==> config.mk <==
export PLATFORM = sky130hd
export DESIGN_NAME = dac_data_latch_group_ctrl
export DESIGN_NICKNAME = d
export VERILOG_FILES = /design/src/common/dac_ctrl_pkg.sv /design/src/core/dac_data_latch_group_ctrl.sv /design/src/core/cal_sequencer.sv
export SDC_FILE = /design/constraint.sdc
export NUM_CORES = 1
export LEC_CHECK = 0
export BUFFER_PORTS_ARGS = -buffer_cell sky130_fd_sc_hd__buf_4
export CORE_MARGIN = 3
export CORE_UTILIZATION = 50
export CTS_BUF_LIST = sky130_fd_sc_hd__clkbuf_16
export CTS_CLUSTER_DIAMETER = 40
export CTS_CLUSTER_SIZE = 8
export DETAILED_ROUTE_END_ITERATION = 12
export HOLD_SLACK_MARGIN = 0.02
export PLACE_DENSITY = 0.76
export SETUP_SLACK_MARGIN = 0.15
export SLEW_MARGIN = 20
export SYNTH_ARGS = -nofsm -noshare
export SYNTH_HDL_FRONTEND = slang
export SYNTH_SLANG_ARGS = --single-unit
==> constraint.sdc <==
create_clock -name core_clk -period 5.7 [get_ports core_clk]
set_clock_uncertainty 0.2 [all_clocks]
set_input_delay 0 -clock core_clk [delete_from_list [all_inputs] [get_ports core_clk]]
set_output_delay 0 -clock core_clk [all_outputs]
set_load 0.005 [all_outputs]
==> src/common/dac_ctrl_pkg.sv <==
/*
 * Shared constants and carriers for the two-channel converter control block.
 * Assumes a 32-bit AHB-Lite register bus; each 16-bit register sits in the low half of one word.
 */
package dac_ctrl_pkg;

	// Printed register indexes; byte address is four times the index
	localparam logic [9:0] IDX_CTL0 = 10'h1C0;
	localparam logic [9:0] IDX_CTL1 = 10'h1C2;
	localparam logic [9:0] IDX_DAT0 = 10'h1C8;
	localparam logic [9:0] IDX_DAT1 = 10'h1CA;
	localparam logic [11:0] ADDR_CTL0 = {IDX_CTL0, 2'b00};
	localparam logic [11:0] ADDR_CTL1 = {IDX_CTL1, 2'b00};
	localparam logic [11:0] ADDR_DAT0 = {IDX_DAT0, 2'b00};
	localparam logic [11:0] ADDR_DAT1 = {IDX_DAT1, 2'b00};
	// Own status register: calibration busy bits and global enable
	localparam logic [11:0] ADDR_SYS = 12'h800;

	// Control field positions
	localparam int unsigned B_OPS = 15;
	localparam int unsigned B_SREF = 13;
	localparam int unsigned B_RES = 12;
	localparam int unsigned B_LSEL = 10;
	localparam int unsigned B_CAL = 9;
	localparam int unsigned B_IR = 8;
	localparam int unsigned B_AMP = 5;
	localparam int unsigned B_DF = 4;
	localparam int unsigned B_IE = 3;
	localparam int unsigned B_IFG = 2;
	localparam int unsigned B_ENC = 1;
	localparam int unsigned B_GRP = 0;

	localparam logic [15:0] CTL_RESET = 16'h0000;
	localparam logic [15:0] DAT_MASK = 16'h0FFF;
	localparam logic [11:0] MASK_12 = 12'hFFF;
	localparam logic [11:0] MASK_8 = 12'h0FF;
	localparam logic [11:0] MSB_12 = 12'h800;
	localparam logic [11:0] MSB_8 = 12'h080;

	// Load trigger selections
	localparam logic [1:0] LSEL_TRANSP = 2'h0;
	localparam logic [1:0] LSEL_WRITE = 2'h1;
	localparam logic [1:0] LSEL_TIMER1 = 2'h2;
	localparam logic [1:0] LSEL_TIMER2 = 2'h3;

	// Calibration duration
	localparam int unsigned CAL_TIME_US = 100;
	localparam int unsigned CLK_MHZ = 20;
	localparam int unsigned CAL_CYCLES = CAL_TIME_US * CLK_MHZ;

	localparam logic [1:0] HTRANS_NONSEQ = 2'b10;
	localparam logic [2:0] HSIZE_WORD = 3'b010;

	// Core-facing view of one converter
	typedef struct packed {
		logic [11:0] code;
		logic range_1x;
		logic resolution_8;
		logic [1:0] reference_select;
		logic output_pin_select;
		logic [2:0] buffer_drive_select;
		logic calibrate;
	} core_ctl_t;

endpackage : dac_ctrl_pkg

==> src/core/dac_data_latch_group_ctrl.sv <==
/*
 * Register file, data formatting, latch update and grouping for two converters.
 * Assumes an AHB-Lite master, timer compare outputs synchronous to core_clk,
 * and an analog core that takes the code and settings as levels.
 */
// How it works
// Straight binary: 0FFF is full scale at 12 bits, 0FF at 8 bits.
// Two's complement: 0800/0080 is zero, 0000 mid, 07FF/007F full scale.
// Two's complement becomes offset binary by flipping the active-width top bit.
// Writing one to the calibration start bit launches offset calibration.
// Hardware clears calibration start when the sequence ends; one means running.
// Software should set buffer drive before asking for calibration.
// Software should wait for calibration to end before using the output.
// Converter zero's group bit groups both; converter one's group bit ignored.
// When grouped, converter one's trigger selection updates both converters.
// Grouped use needs nonzero trigger selections and both conversion enables set.
// Grouped: no update until both sample registers written since the last.
// Grouped with nonzero selections: no update if either enable is clear.
// Grouped latches load together in one cycle, whatever interrupts occur.
// Data-ready flag sets when a latch loads with nonzero trigger selection.
// Data-ready flag never sets in transparent mode.
// Interrupt request when flag, its enable and global enable are set.
// Data-ready flag holds until software clears it.
// With a shared vector software checks both converter and transfer flags.
// All control and data bits are zero after power-on reset.
// Selection zero passes sample straight through on every write, enable ignored, except converter zero when grouped.
// Selection 2 or 3 loads on rising edge of timer compare outputs.
// At 8 bits, sample bits 11:8 are stored but ignored; bits 15:12 are dropped on write.
`timescale 1ns/1ps
`default_nettype none
module dac_data_latch_group_ctrl
	import dac_ctrl_pkg::*;
#(
	parameter int unsigned CAL_LEN = CAL_CYCLES
) (
	input wire logic core_clk,
	input wire logic sys_rst,
	input wire logic hsel,
	input wire logic [31:0] haddr,
	input wire logic [1:0] htrans,
	input wire logic hwrite,
	input wire logic [2:0] hsize,
	input wire logic [31:0] hwdata,
	input wire logic hready,
	output logic hreadyout,
	output logic hresp,
	output logic [31:0] hrdata,
	input wire logic timer1_cmp1,
	input wire logic timer2_cmp2,
	output core_ctl_t core0,
	output core_ctl_t core1,
	output logic irq
);

	// Format the active-width code for the core
	function automatic logic [11:0] core_code(input logic [15:0] dat, input logic [15:0] ctl);
		logic [11:0] mask;
		logic [11:0] msb;
		mask = ctl[B_RES] ? MASK_8 : MASK_12;
		msb = ctl[B_RES] ? MSB_8 : MSB_12;
		core_code = dat[11:0] & mask;
		if (ctl[B_DF]) begin
			core_code = core_code ^ msb;
		end
	endfunction : core_code

	logic [15:0] ctl0_q, ctl1_q, dat0_q, dat1_q;
	logic [11:0] latch0_q, latch1_q;
	logic glob_ie_q;
	logic wr0_seen_q, wr1_seen_q;
	logic t1_q, t2_q;
	logic ap_wr_q;
	logic [11:0] ap_addr_q;
	logic [31:0] rdata_q;
	logic irq_q;
	core_ctl_t core0_q, core1_q;
	logic cal0_busy, cal1_busy;

	// Address phase decode
	wire logic ap_valid = hsel && hready && (htrans == HTRANS_NONSEQ);
	wire logic [11:0] ap_addr = haddr[11:0];
	wire logic wr_ctl0 = ap_wr_q && (ap_addr_q == ADDR_CTL0);
	wire logic wr_ctl1 = ap_wr_q && (ap_addr_q == ADDR_CTL1);
	wire logic wr_dat0 = ap_wr_q && (ap_addr_q == ADDR_DAT0);
	wire logic wr_dat1 = ap_wr_q && (ap_addr_q == ADDR_DAT1);
	wire logic wr_sys = ap_wr_q && (ap_addr_q == ADDR_SYS);
	wire logic [15:0] wdat = hwdata[15:0];

	// Trigger selection and grouping
	wire logic grouped = ctl0_q[B_GRP];
	wire logic [1:0] lsel0 = grouped ? ctl1_q[11:10] : ctl0_q[11:10];
	wire logic [1:0] lsel1 = ctl1_q[11:10];
	wire logic t1_rise = timer1_cmp1 && !t1_q;
	wire logic t2_rise = timer2_cmp2 && !t2_q;

	// Trigger event for a given selection; write-select uses the sample write itself
	function automatic logic trig_hit(input logic [1:0] sel, input logic wr_event, input logic t1,
		input logic t2);
		unique case (sel)
			LSEL_WRITE: trig_hit = wr_event;
			LSEL_TIMER1: trig_hit = t1;
			LSEL_TIMER2: trig_hit = t2;
			default: trig_hit = 1'b0;
		endcase
	endfunction : trig_hit

	// Grouped pair: both written since last update and both enabled
	wire logic both_written = (wr0_seen_q || wr_dat0) && (wr1_seen_q || wr_dat1);
	wire logic grp_ready = both_written && ctl0_q[B_ENC] && ctl1_q[B_ENC]
		&& (ctl0_q[11:10] != LSEL_TRANSP) && (lsel1 != LSEL_TRANSP);
	wire logic grp_load = grouped && grp_ready
		&& trig_hit(lsel1, both_written, t1_rise, t2_rise);
	wire logic solo0_load = !grouped && (lsel0 != LSEL_TRANSP) && ctl0_q[B_ENC]
		&& trig_hit(lsel0, wr_dat0, t1_rise, t2_rise);
	wire logic solo1_load = !grouped && (lsel1 != LSEL_TRANSP) && ctl1_q[B_ENC]
		&& trig_hit(lsel1, wr_dat1, t1_rise, t2_rise);
	wire logic load0 = grp_load || solo0_load;
	wire logic load1 = grp_load || solo1_load;
	// Sample value as it will stand after this cycle's write
	wire logic [15:0] dat0_new = wr_dat0 ? (wdat & DAT_MASK) : dat0_q;
	wire logic [15:0] dat1_new = wr_dat1 ? (wdat & DAT_MASK) : dat1_q;
	wire logic transp0 = (lsel0 == LSEL_TRANSP) && !grouped;
	wire logic transp1 = (lsel1 == LSEL_TRANSP);

	// Flag set has priority over a software write of zero
	wire logic ifg0_set = load0 && (lsel0 != LSEL_TRANSP);
	wire logic ifg1_set = load1 && (lsel1 != LSEL_TRANSP);
	wire logic cal0_start = wr_ctl0 && wdat[B_CAL] && !cal0_busy;
	wire logic cal1_start = wr_ctl1 && wdat[B_CAL] && !cal1_busy;

	// Next control values: write, then hardware-owned flag and calibration bits
	function automatic logic [15:0] ctl_next(input logic [15:0] cur, input logic wr,
		input logic [15:0] wd, input logic ifg_set, input logic busy, input logic start);
		logic [15:0] v;
		v = wr ? wd : cur;
		v[B_IFG] = v[B_IFG] || ifg_set;
		v[B_CAL] = busy || start;
		ctl_next = v;
	endfunction : ctl_next

	// AHB address phase capture; always zero wait states
	always_ff @(posedge core_clk or posedge sys_rst) begin
		if (sys_rst) begin
			ap_wr_q <= 1'b0;
			ap_addr_q <= 12'h000;
		end else begin
			ap_wr_q <= ap_valid && hwrite;
			ap_addr_q <= ap_addr;
		end
	end

	// Read data is registered at the address phase so it stands in the data phase
	always_ff @(posedge core_clk or posedge sys_rst) begin
		if (sys_rst) begin
			rdata_q <= 32'h0000_0000;
		end else if (ap_valid && !hwrite) begin
			unique case (ap_addr)
				ADDR_CTL0: rdata_q <= {16'h0000, ctl0_q};
				ADDR_CTL1: rdata_q <= {16'h0000, ctl1_q};
				ADDR_DAT0: rdata_q <= {16'h0000, dat0_q};
				ADDR_DAT1: rdata_q <= {16'h0000, dat1_q};
				ADDR_SYS: rdata_q <= {29'h0000_0000, cal1_busy, cal0_busy, glob_ie_q};
				default: rdata_q <= 32'h0000_0000;
			endcase
		end
	end

	// Control and sample registers
	always_ff @(posedge core_clk or posedge sys_rst) begin
		if (sys_rst) begin
			ctl0_q <= CTL_RESET;
			ctl1_q <= CTL_RESET;
			dat0_q <= 16'h0000;
			dat1_q <= 16'h0000;
			glob_ie_q <= 1'b0;
		end else begin
			ctl0_q <= ctl_next(ctl0_q, wr_ctl0, wdat, ifg0_set, cal0_busy, cal0_start);
			ctl1_q <= ctl_next(ctl1_q, wr_ctl1, wdat, ifg1_set, cal1_busy, cal1_start);
			dat0_q <= dat0_new;
			dat1_q <= dat1_new;
			if (wr_sys) glob_ie_q <= wdat[0];
		end
	end

	// Write tracking for the group, cleared on each grouped update
	always_ff @(posedge core_clk or posedge sys_rst) begin
		if (sys_rst) begin
			wr0_seen_q <= 1'b0;
			wr1_seen_q <= 1'b0;
		end else if (grp_load || !grouped) begin
			wr0_seen_q <= 1'b0;
			wr1_seen_q <= 1'b0;
		end else begin
			wr0_seen_q <= wr0_seen_q || wr_dat0;
			wr1_seen_q <= wr1_seen_q || wr_dat1;
		end
	end

	// Data latches and timer edge history
	always_ff @(posedge core_clk or posedge sys_rst) begin
		if (sys_rst) begin
			latch0_q <= 12'h000;
			latch1_q <= 12'h000;
			t1_q <= 1'b0;
			t2_q <= 1'b0;
		end else begin
			t1_q <= timer1_cmp1;
			t2_q <= timer2_cmp2;
			if (load0 || transp0) latch0_q <= dat0_new[11:0];
			if (load1 || transp1) latch1_q <= dat1_new[11:0];
		end
	end

	// Core-facing outputs, registered from the latches; in transparent mode the latch follows the sample and these follow a cycle later
	always_ff @(posedge core_clk or posedge sys_rst) begin
		if (sys_rst) begin
			core0_q <= '0;
			core1_q <= '0;
			irq_q <= 1'b0;
		end else begin
			core0_q <= '{core_code({4'h0, latch0_q}, ctl0_q), ctl0_q[B_IR] == 1'b0,
				ctl0_q[B_RES], ctl0_q[14:13], ctl0_q[B_OPS], ctl0_q[7:5], cal0_busy};
			core1_q <= '{core_code({4'h0, latch1_q}, ctl1_q), ctl1_q[B_IR] == 1'b0,
				ctl1_q[B_RES], ctl1_q[14:13], ctl1_q[B_OPS], ctl1_q[7:5], cal1_busy};
			irq_q <= glob_ie_q && ((ctl0_q[B_IFG] && ctl0_q[B_IE])
				|| (ctl1_q[B_IFG] && ctl1_q[B_IE]));
		end
	end

	// One calibration sequencer per converter
	cal_sequencer #(.CYCLES(CAL_LEN)) u_cal0 (
		.core_clk(core_clk),
		.sys_rst(sys_rst),
		.start(cal0_start),
		.busy(cal0_busy)
	);

	cal_sequencer #(.CYCLES(CAL_LEN)) u_cal1 (
		.core_clk(core_clk),
		.sys_rst(sys_rst),
		.start(cal1_start),
		.busy(cal1_busy)
	);

	assign hreadyout = 1'b1; // Constant: never inserts wait states
	assign hresp = 1'b0;
	assign hrdata = rdata_q;
	assign core0 = core0_q;
	assign core1 = core1_q;
	assign irq = irq_q;

endmodule : dac_data_latch_group_ctrl
`default_nettype wire

==> src/core/cal_sequencer.sv <==
/*
 * Offset calibration sequencer for one converter: busy from start until a fixed count runs out.
 * Assumes start is a one-cycle pulse from the register file.
 */
`timescale 1ns/1ps
`default_nettype none
module cal_sequencer
	import dac_ctrl_pkg::*;
#(
	parameter int unsigned CYCLES = CAL_CYCLES
) (
	input wire logic core_clk,
	input wire logic sys_rst,
	input wire logic start,
	output logic busy
);

	typedef enum logic {CAL_IDLE, CAL_RUN} cal_state_t;
	cal_state_t state_q;
	logic [15:0] count_q;
	wire logic done = (count_q == 16'(CYCLES - 1));

	// Count up the sequence; a new start while running is ignored
	always_ff @(posedge core_clk or posedge sys_rst) begin
		if (sys_rst) begin
			state_q <= CAL_IDLE;
			count_q <= 16'h0000;
		end else begin
			unique case (state_q)
				CAL_IDLE: begin
					count_q <= 16'h0000;
					if (start) state_q <= CAL_RUN;
				end
				CAL_RUN: begin
					count_q <= count_q + 16'h0001;
					if (done) state_q <= CAL_IDLE;
				end
			endcase
		end
	end

	assign busy = (state_q == CAL_RUN);

endmodule : cal_sequencer
`default_nettype wire

==> After elaboration in Yosys (flattened, before gate mapping) <==
Cells that the tools add are included.
{ "word_totals": {"regBits": 207, "out_inout_bits": 77, "elab_cells": 146, "in_bits": 76} }
{ "classes": {"n_addsub": 2, "reduce_logical": 57, "bitwise_logic": 8, "eq_ne": 19, "muxes": 25} }
{ "op_table": {"columns": ["operator", "count"], "rows": [
  ["equality test 12 x 11 -> 1 bit (second input constant)", 8],
  ["two-way mux 12 bit", 8],
  ["one-hot mux 16 bit (5 select lines)", 1],
  ["one-hot mux 16 bit (2 select lines)", 2],
  ["logical AND 1 bit", 34],
  ["adder 16 x 1 -> 16 bit (second input constant)", 2],
  ["equality test 16 x 11 -> 1 bit (second input constant)", 2],
  ["bitwise AND 12 bit", 2],
  ["equality test 12 bit (second input constant)", 2],
  ["XOR 12 bit", 2],
  ["logical OR 1 bit", 12],
  ["equality test 2 bit (second input constant)", 5],
  ["one-hot mux 1 bit (3 select lines)", 3],
  ["logical NOT 1 bit", 6],
  ["two-way mux 1 bit", 6],
  ["two-way mux 3 bit", 2],
  ["nonzero test 2 bit", 3],
  ["equality test 2 x 1 -> 1 bit (second input constant)", 2],
  ["logical NOT 2 bit", 2],
  ["NOT 1 bit", 4],
  ["one-hot mux 1 bit (2 select lines)", 2],
  ["two-way mux 2 bit", 1]
]} }

==> Depth between registers and ports, before layout <==
{ "logic_depth": {"ltp_word": 13, "ltp_mapped": 7, "ltp_nobuf": 6} }

==> By module <==
A second synthesis with hierarchy kept.
{ "hier_totals": {"cells_unflattened": 629, "area_unflattened_um2": 7915.1} }
{ "by_module_without_submodules": {"columns": ["mod", "seq_area_each_um2", "n_inst", "cells_per_inst", "area_per_inst_um2"], "rows": [
  ["dac_data_latch_group_ctrl", 3928.8, 1, 455, 6163.4],
  ["cal_sequencer", 425.4, 2, 87, 875.8]
]} }

==> Worst setup path before layout <==
No wires, ideal clock.
{ "synth_path": {"kind": "reg-to-reg", "from": "register ap_addr_q[8]", "to": "register latch0_q[0]", "setup_ps": 125, "required_time_ps": 5375, "t_arrival_ps": 1864, "path_slack_ps": 3511, "path_buffers": 2, "synth_period_minus_slack_ps": 2189, "path_stages_with_launch": 8, "path_cell_list": "dfrtp_1 and4b_1 buf_6 and4_4 o2bb2a_4 a211oi_4 buf_6 mux2_4"} }
{ "synth_via": {"elab_chain_len": 12, "elab_cells_between_ends": 19, "cone_classes": "eq/ne (2); mux (3); reduce/logical (14)"} }
{ "synth_lines": {"columns": ["item", "line_no", "text"], "rows": [
  ["start, declared", "dac_data_latch_group_ctrl.sv:73", "logic [11:0] ap_addr_q;"],
  ["start signal, assigned", "dac_data_latch_group_ctrl.sv:148", "ap_addr_q <= ap_addr;"],
  ["equality test 12 x 11 -> 1 bit (on tied branches)", "dac_data_latch_group_ctrl.sv:84, dac_data_latch_group_ctrl.sv:85", null],
  ["logical AND 1 bit (on tied branches)", "dac_data_latch_group_ctrl.sv:84, dac_data_latch_group_ctrl.sv:85", null],
  ["logical OR 1 bit", "dac_data_latch_group_ctrl.sv:108", "wire logic both_written = (wr0_seen_q || wr_dat0) && (wr1_seen_q || wr_dat1);"],
  ["logical AND 1 bit", "dac_data_latch_group_ctrl.sv:108", null],
  ["logical AND 1 bit (2 in series)", "dac_data_latch_group_ctrl.sv:109", "wire logic grp_ready = both_written && ctl0_q[B_ENC] && ctl1_q[B_ENC]"],
  ["logical AND 1 bit (2 in series)", "dac_data_latch_group_ctrl.sv:110", "&& (ctl0_q[11:10] != LSEL_TRANSP) && (lsel1 != LSEL_TRANSP);"],
  ["logical AND 1 bit", "dac_data_latch_group_ctrl.sv:111", "wire logic grp_load = grouped && grp_ready"],
  ["logical AND 1 bit", "dac_data_latch_group_ctrl.sv:112", "&& trig_hit(lsel1, both_written, t1_rise, t2_rise);"],
  ["logical OR 1 bit", "dac_data_latch_group_ctrl.sv:117", "wire logic load0 = grp_load || solo0_load;"],
  ["logical OR 1 bit", "dac_data_latch_group_ctrl.sv:209", "if (load0 || transp0) latch0_q <= dat0_new[11:0];"],
  ["end signal, assigned", "dac_data_latch_group_ctrl.sv:209", null],
  ["end, declared", "dac_data_latch_group_ctrl.sv:68", "logic [11:0] latch0_q, latch1_q;"]
]} }
Parallel ways exist; a longest one is shown, timed or not.
A chain may end at the register's enable or synchronous reset.

==> Worst setup path after layout <==
{ "layout_path": {"from": "register ap_addr_q[8]", "to": "register latch1_q[11]"} }
{ "layout_via": {"elab_chain_len": 12, "elab_cells_between_ends": 19, "cone_classes": "eq/ne (2); mux (3); reduce/logical (14)"} }
{ "layout_lines": {"columns": ["item", "line_no", "text"], "rows": [
  ["equality test 12 x 11 -> 1 bit (on tied branches)", "dac_data_latch_group_ctrl.sv:84, dac_data_latch_group_ctrl.sv:85", null],
  ["logical AND 1 bit (on tied branches)", "dac_data_latch_group_ctrl.sv:84, dac_data_latch_group_ctrl.sv:85", null],
  ["logical OR 1 bit", "dac_data_latch_group_ctrl.sv:108", null],
  ["logical AND 1 bit", "dac_data_latch_group_ctrl.sv:108", null],
  ["logical AND 1 bit (2 in series)", "dac_data_latch_group_ctrl.sv:109", null],
  ["logical AND 1 bit (2 in series)", "dac_data_latch_group_ctrl.sv:110", null],
  ["logical AND 1 bit", "dac_data_latch_group_ctrl.sv:111", null],
  ["logical AND 1 bit", "dac_data_latch_group_ctrl.sv:112", null],
  ["logical OR 1 bit", "dac_data_latch_group_ctrl.sv:118", "wire logic load1 = grp_load || solo1_load;"],
  ["logical OR 1 bit", "dac_data_latch_group_ctrl.sv:210", "if (load1 || transp1) latch1_q <= dat1_new[11:0];"],
  ["end signal, assigned", "dac_data_latch_group_ctrl.sv:210", null],
  ["end, declared", "dac_data_latch_group_ctrl.sv:68", null]
]} }
Parallel ways exist; a longest one is shown, timed or not.

==> impl_metrics.env <==
export IMPL_hold_viol_final=0
export IMPL_clk_pin_slew_ps=60
export IMPL_ys_flop_type="dfrtp_1"
export IMPL_fmax_mhz=360
export IMPL_grt_pass1_wl_um=28400
export IMPL_fin_crit_sh_pct=48.7
export IMPL_overflow=0
export IMPL_critPathCaptureType="register"
export IMPL_synth_area_leaders="dfrtp_1, nand2_1, mux2_2"
export IMPL_cts_htree_levels=4
export IMPL_syn_inst=630
export IMPL_clockRootBuffer="clkbuf_16"
export IMPL_cts_made_buffers=17
export IMPL_synthArstFlopShare_pct=100
export IMPL_rr_startpoint="ap_addr_q[8]$_DFF_PP0_"
export IMPL_r2r_cells=5
export IMPL_cts_sink_count=191
export IMPL_wl_um=17800
export IMPL_ant_nets=0
export IMPL_maxSlewViolCount=0
export IMPL_r2r_end="latch1_q[11]$_DFFE_PP0P_"
export IMPL_syn_area_per_cell_um2=12.6
export IMPL_synthTopCellsByCount="dfrtp_1, nand2_1, and2_1, mux2_2"
export IMPL_diodes=0
export IMPL_synth_edff_count=0
export IMPL_start_util_pct=51.5
export IMPL_clk_latency_ps=420
export IMPL_synth_seq_area_share_pct=60.4
export IMPL_hold_path_depth=2
export IMPL_first_pass_iters=5
export IMPL_num_nets_final=838
export IMPL_max_cap_violations=0
export IMPL_antenna_found_initial=0
export IMPL_drc=0
export IMPL_crit_type="reg2reg"
export IMPL_critPathRequiredTime_ps=5810
export IMPL_path_max_fanout=13
export IMPL_fp_dieH_um=132
export IMPL_track_usage_pct=20.8
export IMPL_hold_path_end="ap_addr_q[1]$_DFF_PP0_"
export IMPL_gp_congestion=0.873
export IMPL_syn_to_final_growth_pct=22.6
export IMPL_rsz0062_at_grt="false"
export IMPL_crit_arrival_ps=2890
export IMPL_core_area_um2=15400
export IMPL_grt_max_degree=132
export IMPL_yosysMostFrequentCell="dfrtp_1"
export IMPL_maxSlewHeadroom_pct=22.4
export IMPL_io_pins=153
export IMPL_grt_pass1_vias=5584
export IMPL_powerDensity_nw_per_um2=299
export IMPL_synth_seq_cells=191
export IMPL_chipWidth_um=132
export IMPL_status="completed"
export IMPL_p_leak_nw=4.40
export IMPL_cts_path_max_buffers=2
export IMPL_cts_tree="built"
export IMPL_netlist_cell_type_count=58
export IMPL_drt_iter0_drc=500
export IMPL_r2r_setup_slack_ps=2920
export IMPL_synth_top_area_share_pct=60.4
export IMPL_setup_viol_count_final=0
export IMPL_wl_per_cell_um=18.2
export IMPL_hp_start="haddr[1]"
export IMPL_tightest_slew_ps=1160
export IMPL_rows=45
export IMPL_tns_ps=0
export IMPL_die_area_um2=17400
export IMPL_ir_drop_uv=227
export IMPL_fin_area_um2=9700
export IMPL_drive_above_1_share_pct=25.4
export IMPL_route_vias_total=5297
export IMPL_synthesis_area_um2=7910
export IMPL_startpoint_type="register"
export IMPL_total_power_w=0.00290
export IMPL_hpwl_um=11700
export IMPL_port_buffers=95
export IMPL_synth_warnings=0
export IMPL_nFillCells=1134
export IMPL_postPlaceCellArea_um2=8700
export IMPL_timing_hold_worst_class="in2reg"
export IMPL_yosys_area_top_type="dfrtp_1"
export IMPL_finalCriticalPeriod_ps=2780
export IMPL_avgViaCountPerCell=5.39
## worst max-delay path: stages, from the launching register on
cell and delay [ps]:
dfrtp_1 380, and4b_1 310, and4_4 290, o2bb2a_4 270, a211oi_4 780, mux2_2 420
## through the flow
stage | std cells | util (%) | hold slack (ps) | setup slack [ps]
finish | 983 | 63.1 | 35.3 | 2920
global route | 983 | 63.1 | 25.6 | 2860
CTS | 982 | 63.0 | 21.9 | 2930
detailed placement | 914 | 56.6 | -83.0 | 2960
global placement | 914 | 56.6 | -82.2 | 3020
floorplan | 646 | - | -169 | 301
## kinds of logic (layout without fill, tap and decap cells)
group                    after synthesis  after routing  synth area share (%)
XOR/XNOR                              29             29                  3.21
flip-flops                           191            191                  60.4
AND/OR/NAND/NOR                      235            235                  16.8
other                                  2             18                0.0949
adder cells (fa/ha/maj)                2              2                 0.316
multiplexers                          53             53                  8.46
AO/OA/AOI/OAI                         67             67                  6.66
buffers and inverters                 51            177                  4.11
## layout by cell type (no fill, tap or decap), types with 4 or more instances in the layout
cell type | synthesis | layout
dfrtp_1 | 191 | 191
nor4b_1 | 4 | 4
xnor2_1 | 20 | 20
nor2_1 | 14 | 14
a22oi_1 | 5 | 5
a22o_1 | 9 | 9
buf_4 | 20 | 99
o21ai_0 | 19 | 19
a221oi_1 | 12 | 12
nor4_4 | 4 | 4
and4_1 | 4 | 4
nand3_1 | 13 | 13
inv_1 | 9 | 9
mux2_2 | 31 | 31
conb_1 | 2 | 18
clkbuf_16 | 0 | 17
or3_1 | 6 | 6
nor2b_1 | 11 | 11
bufinv_16 | 0 | 5
dlygate4sd3_1 | 0 | 37
and3_1 | 5 | 5
nand4_1 | 8 | 8
and2_1 | 31 | 31
nand2_1 | 104 | 104
xor2_1 | 9 | 9
mux2_4 | 20 | 20
nor3_1 | 6 | 6
## what timing repair did
action                                 CTS  global route
resized for setup                        0             0
endpoints found under the hold margin  232             0
hold buffers                            37             0
buffers inserted                         0             0
## sequential cells by signal, indices dropped and copies added, names as in the netlist, 12 cells and up
name            flops
core0              21
ap_addr_q          12
hrdata             16
u_cal0.count_q     16
dat1_q             12
latch1_q           12
u_cal1.count_q     16
ctl1_q             16
ctl0_q             16
core1              21
latch0_q           12
dat0_q             12
## cell type report
| type | instances | area (µm²) | area share, % |
|---|---|---|---|
| Tap cell | 211 | 264 | 2.72 |
| Clock inverter | 14 | 198 | 2.04 |
| Multi-Input combinational cell | 404 | 2870 | 29.6 |
| Timing Repair Buffer | 137 | 1120 | 11.6 |
| Clock buffer | 17 | 425 | 4.38 |
| Sequential cell | 191 | 4780 | 49.3 |
| Inverter | 9 | 41.3 | 0.426 |
## per-layer routing
metal  vias to the layer above  wire (µm)  global-route usage (%)
met5                         -          0                       0
met4                         0        424                    8.34
met1                      2662       7330                    26.5
met3                        34       1290                    5.46
met2                       205       8800                    34.2
li1                       2396          -                       -
## how the worst max path moves through the flow
stage	depth (start not counted)	end	from	slack, ps
6_report	5	latch1_q[11]$_DFFE_PP0P_	ap_addr_q[8]$_DFF_PP0_	2920
5_1_grt	5	latch1_q[11]$_DFFE_PP0P_	ap_addr_q[8]$_DFF_PP0_	2860
4_1_cts	5	latch1_q[11]$_DFFE_PP0P_	ap_addr_q[8]$_DFF_PP0_	2930
3_5_place_dp	5	latch1_q[11]$_DFFE_PP0P_	ap_addr_q[8]$_DFF_PP0_	2960
3_3_place_gp	5	latch0_q[10]$_DFFE_PP0P_	ap_addr_q[8]$_DFF_PP0_	3020
2_1_floorplan	1	ap_addr_q[0]$_DFF_PP0_	sys_rst	300
## power breakdown
group | internal (W) | switching [W]
registers | 0.00141 | 0.0000374
clock network | 0.000769 | 0.000491
logic | 0.000106 | 0.0000828
total | 0.00229 | 0.000611
(Power assumes the default switching activity.)
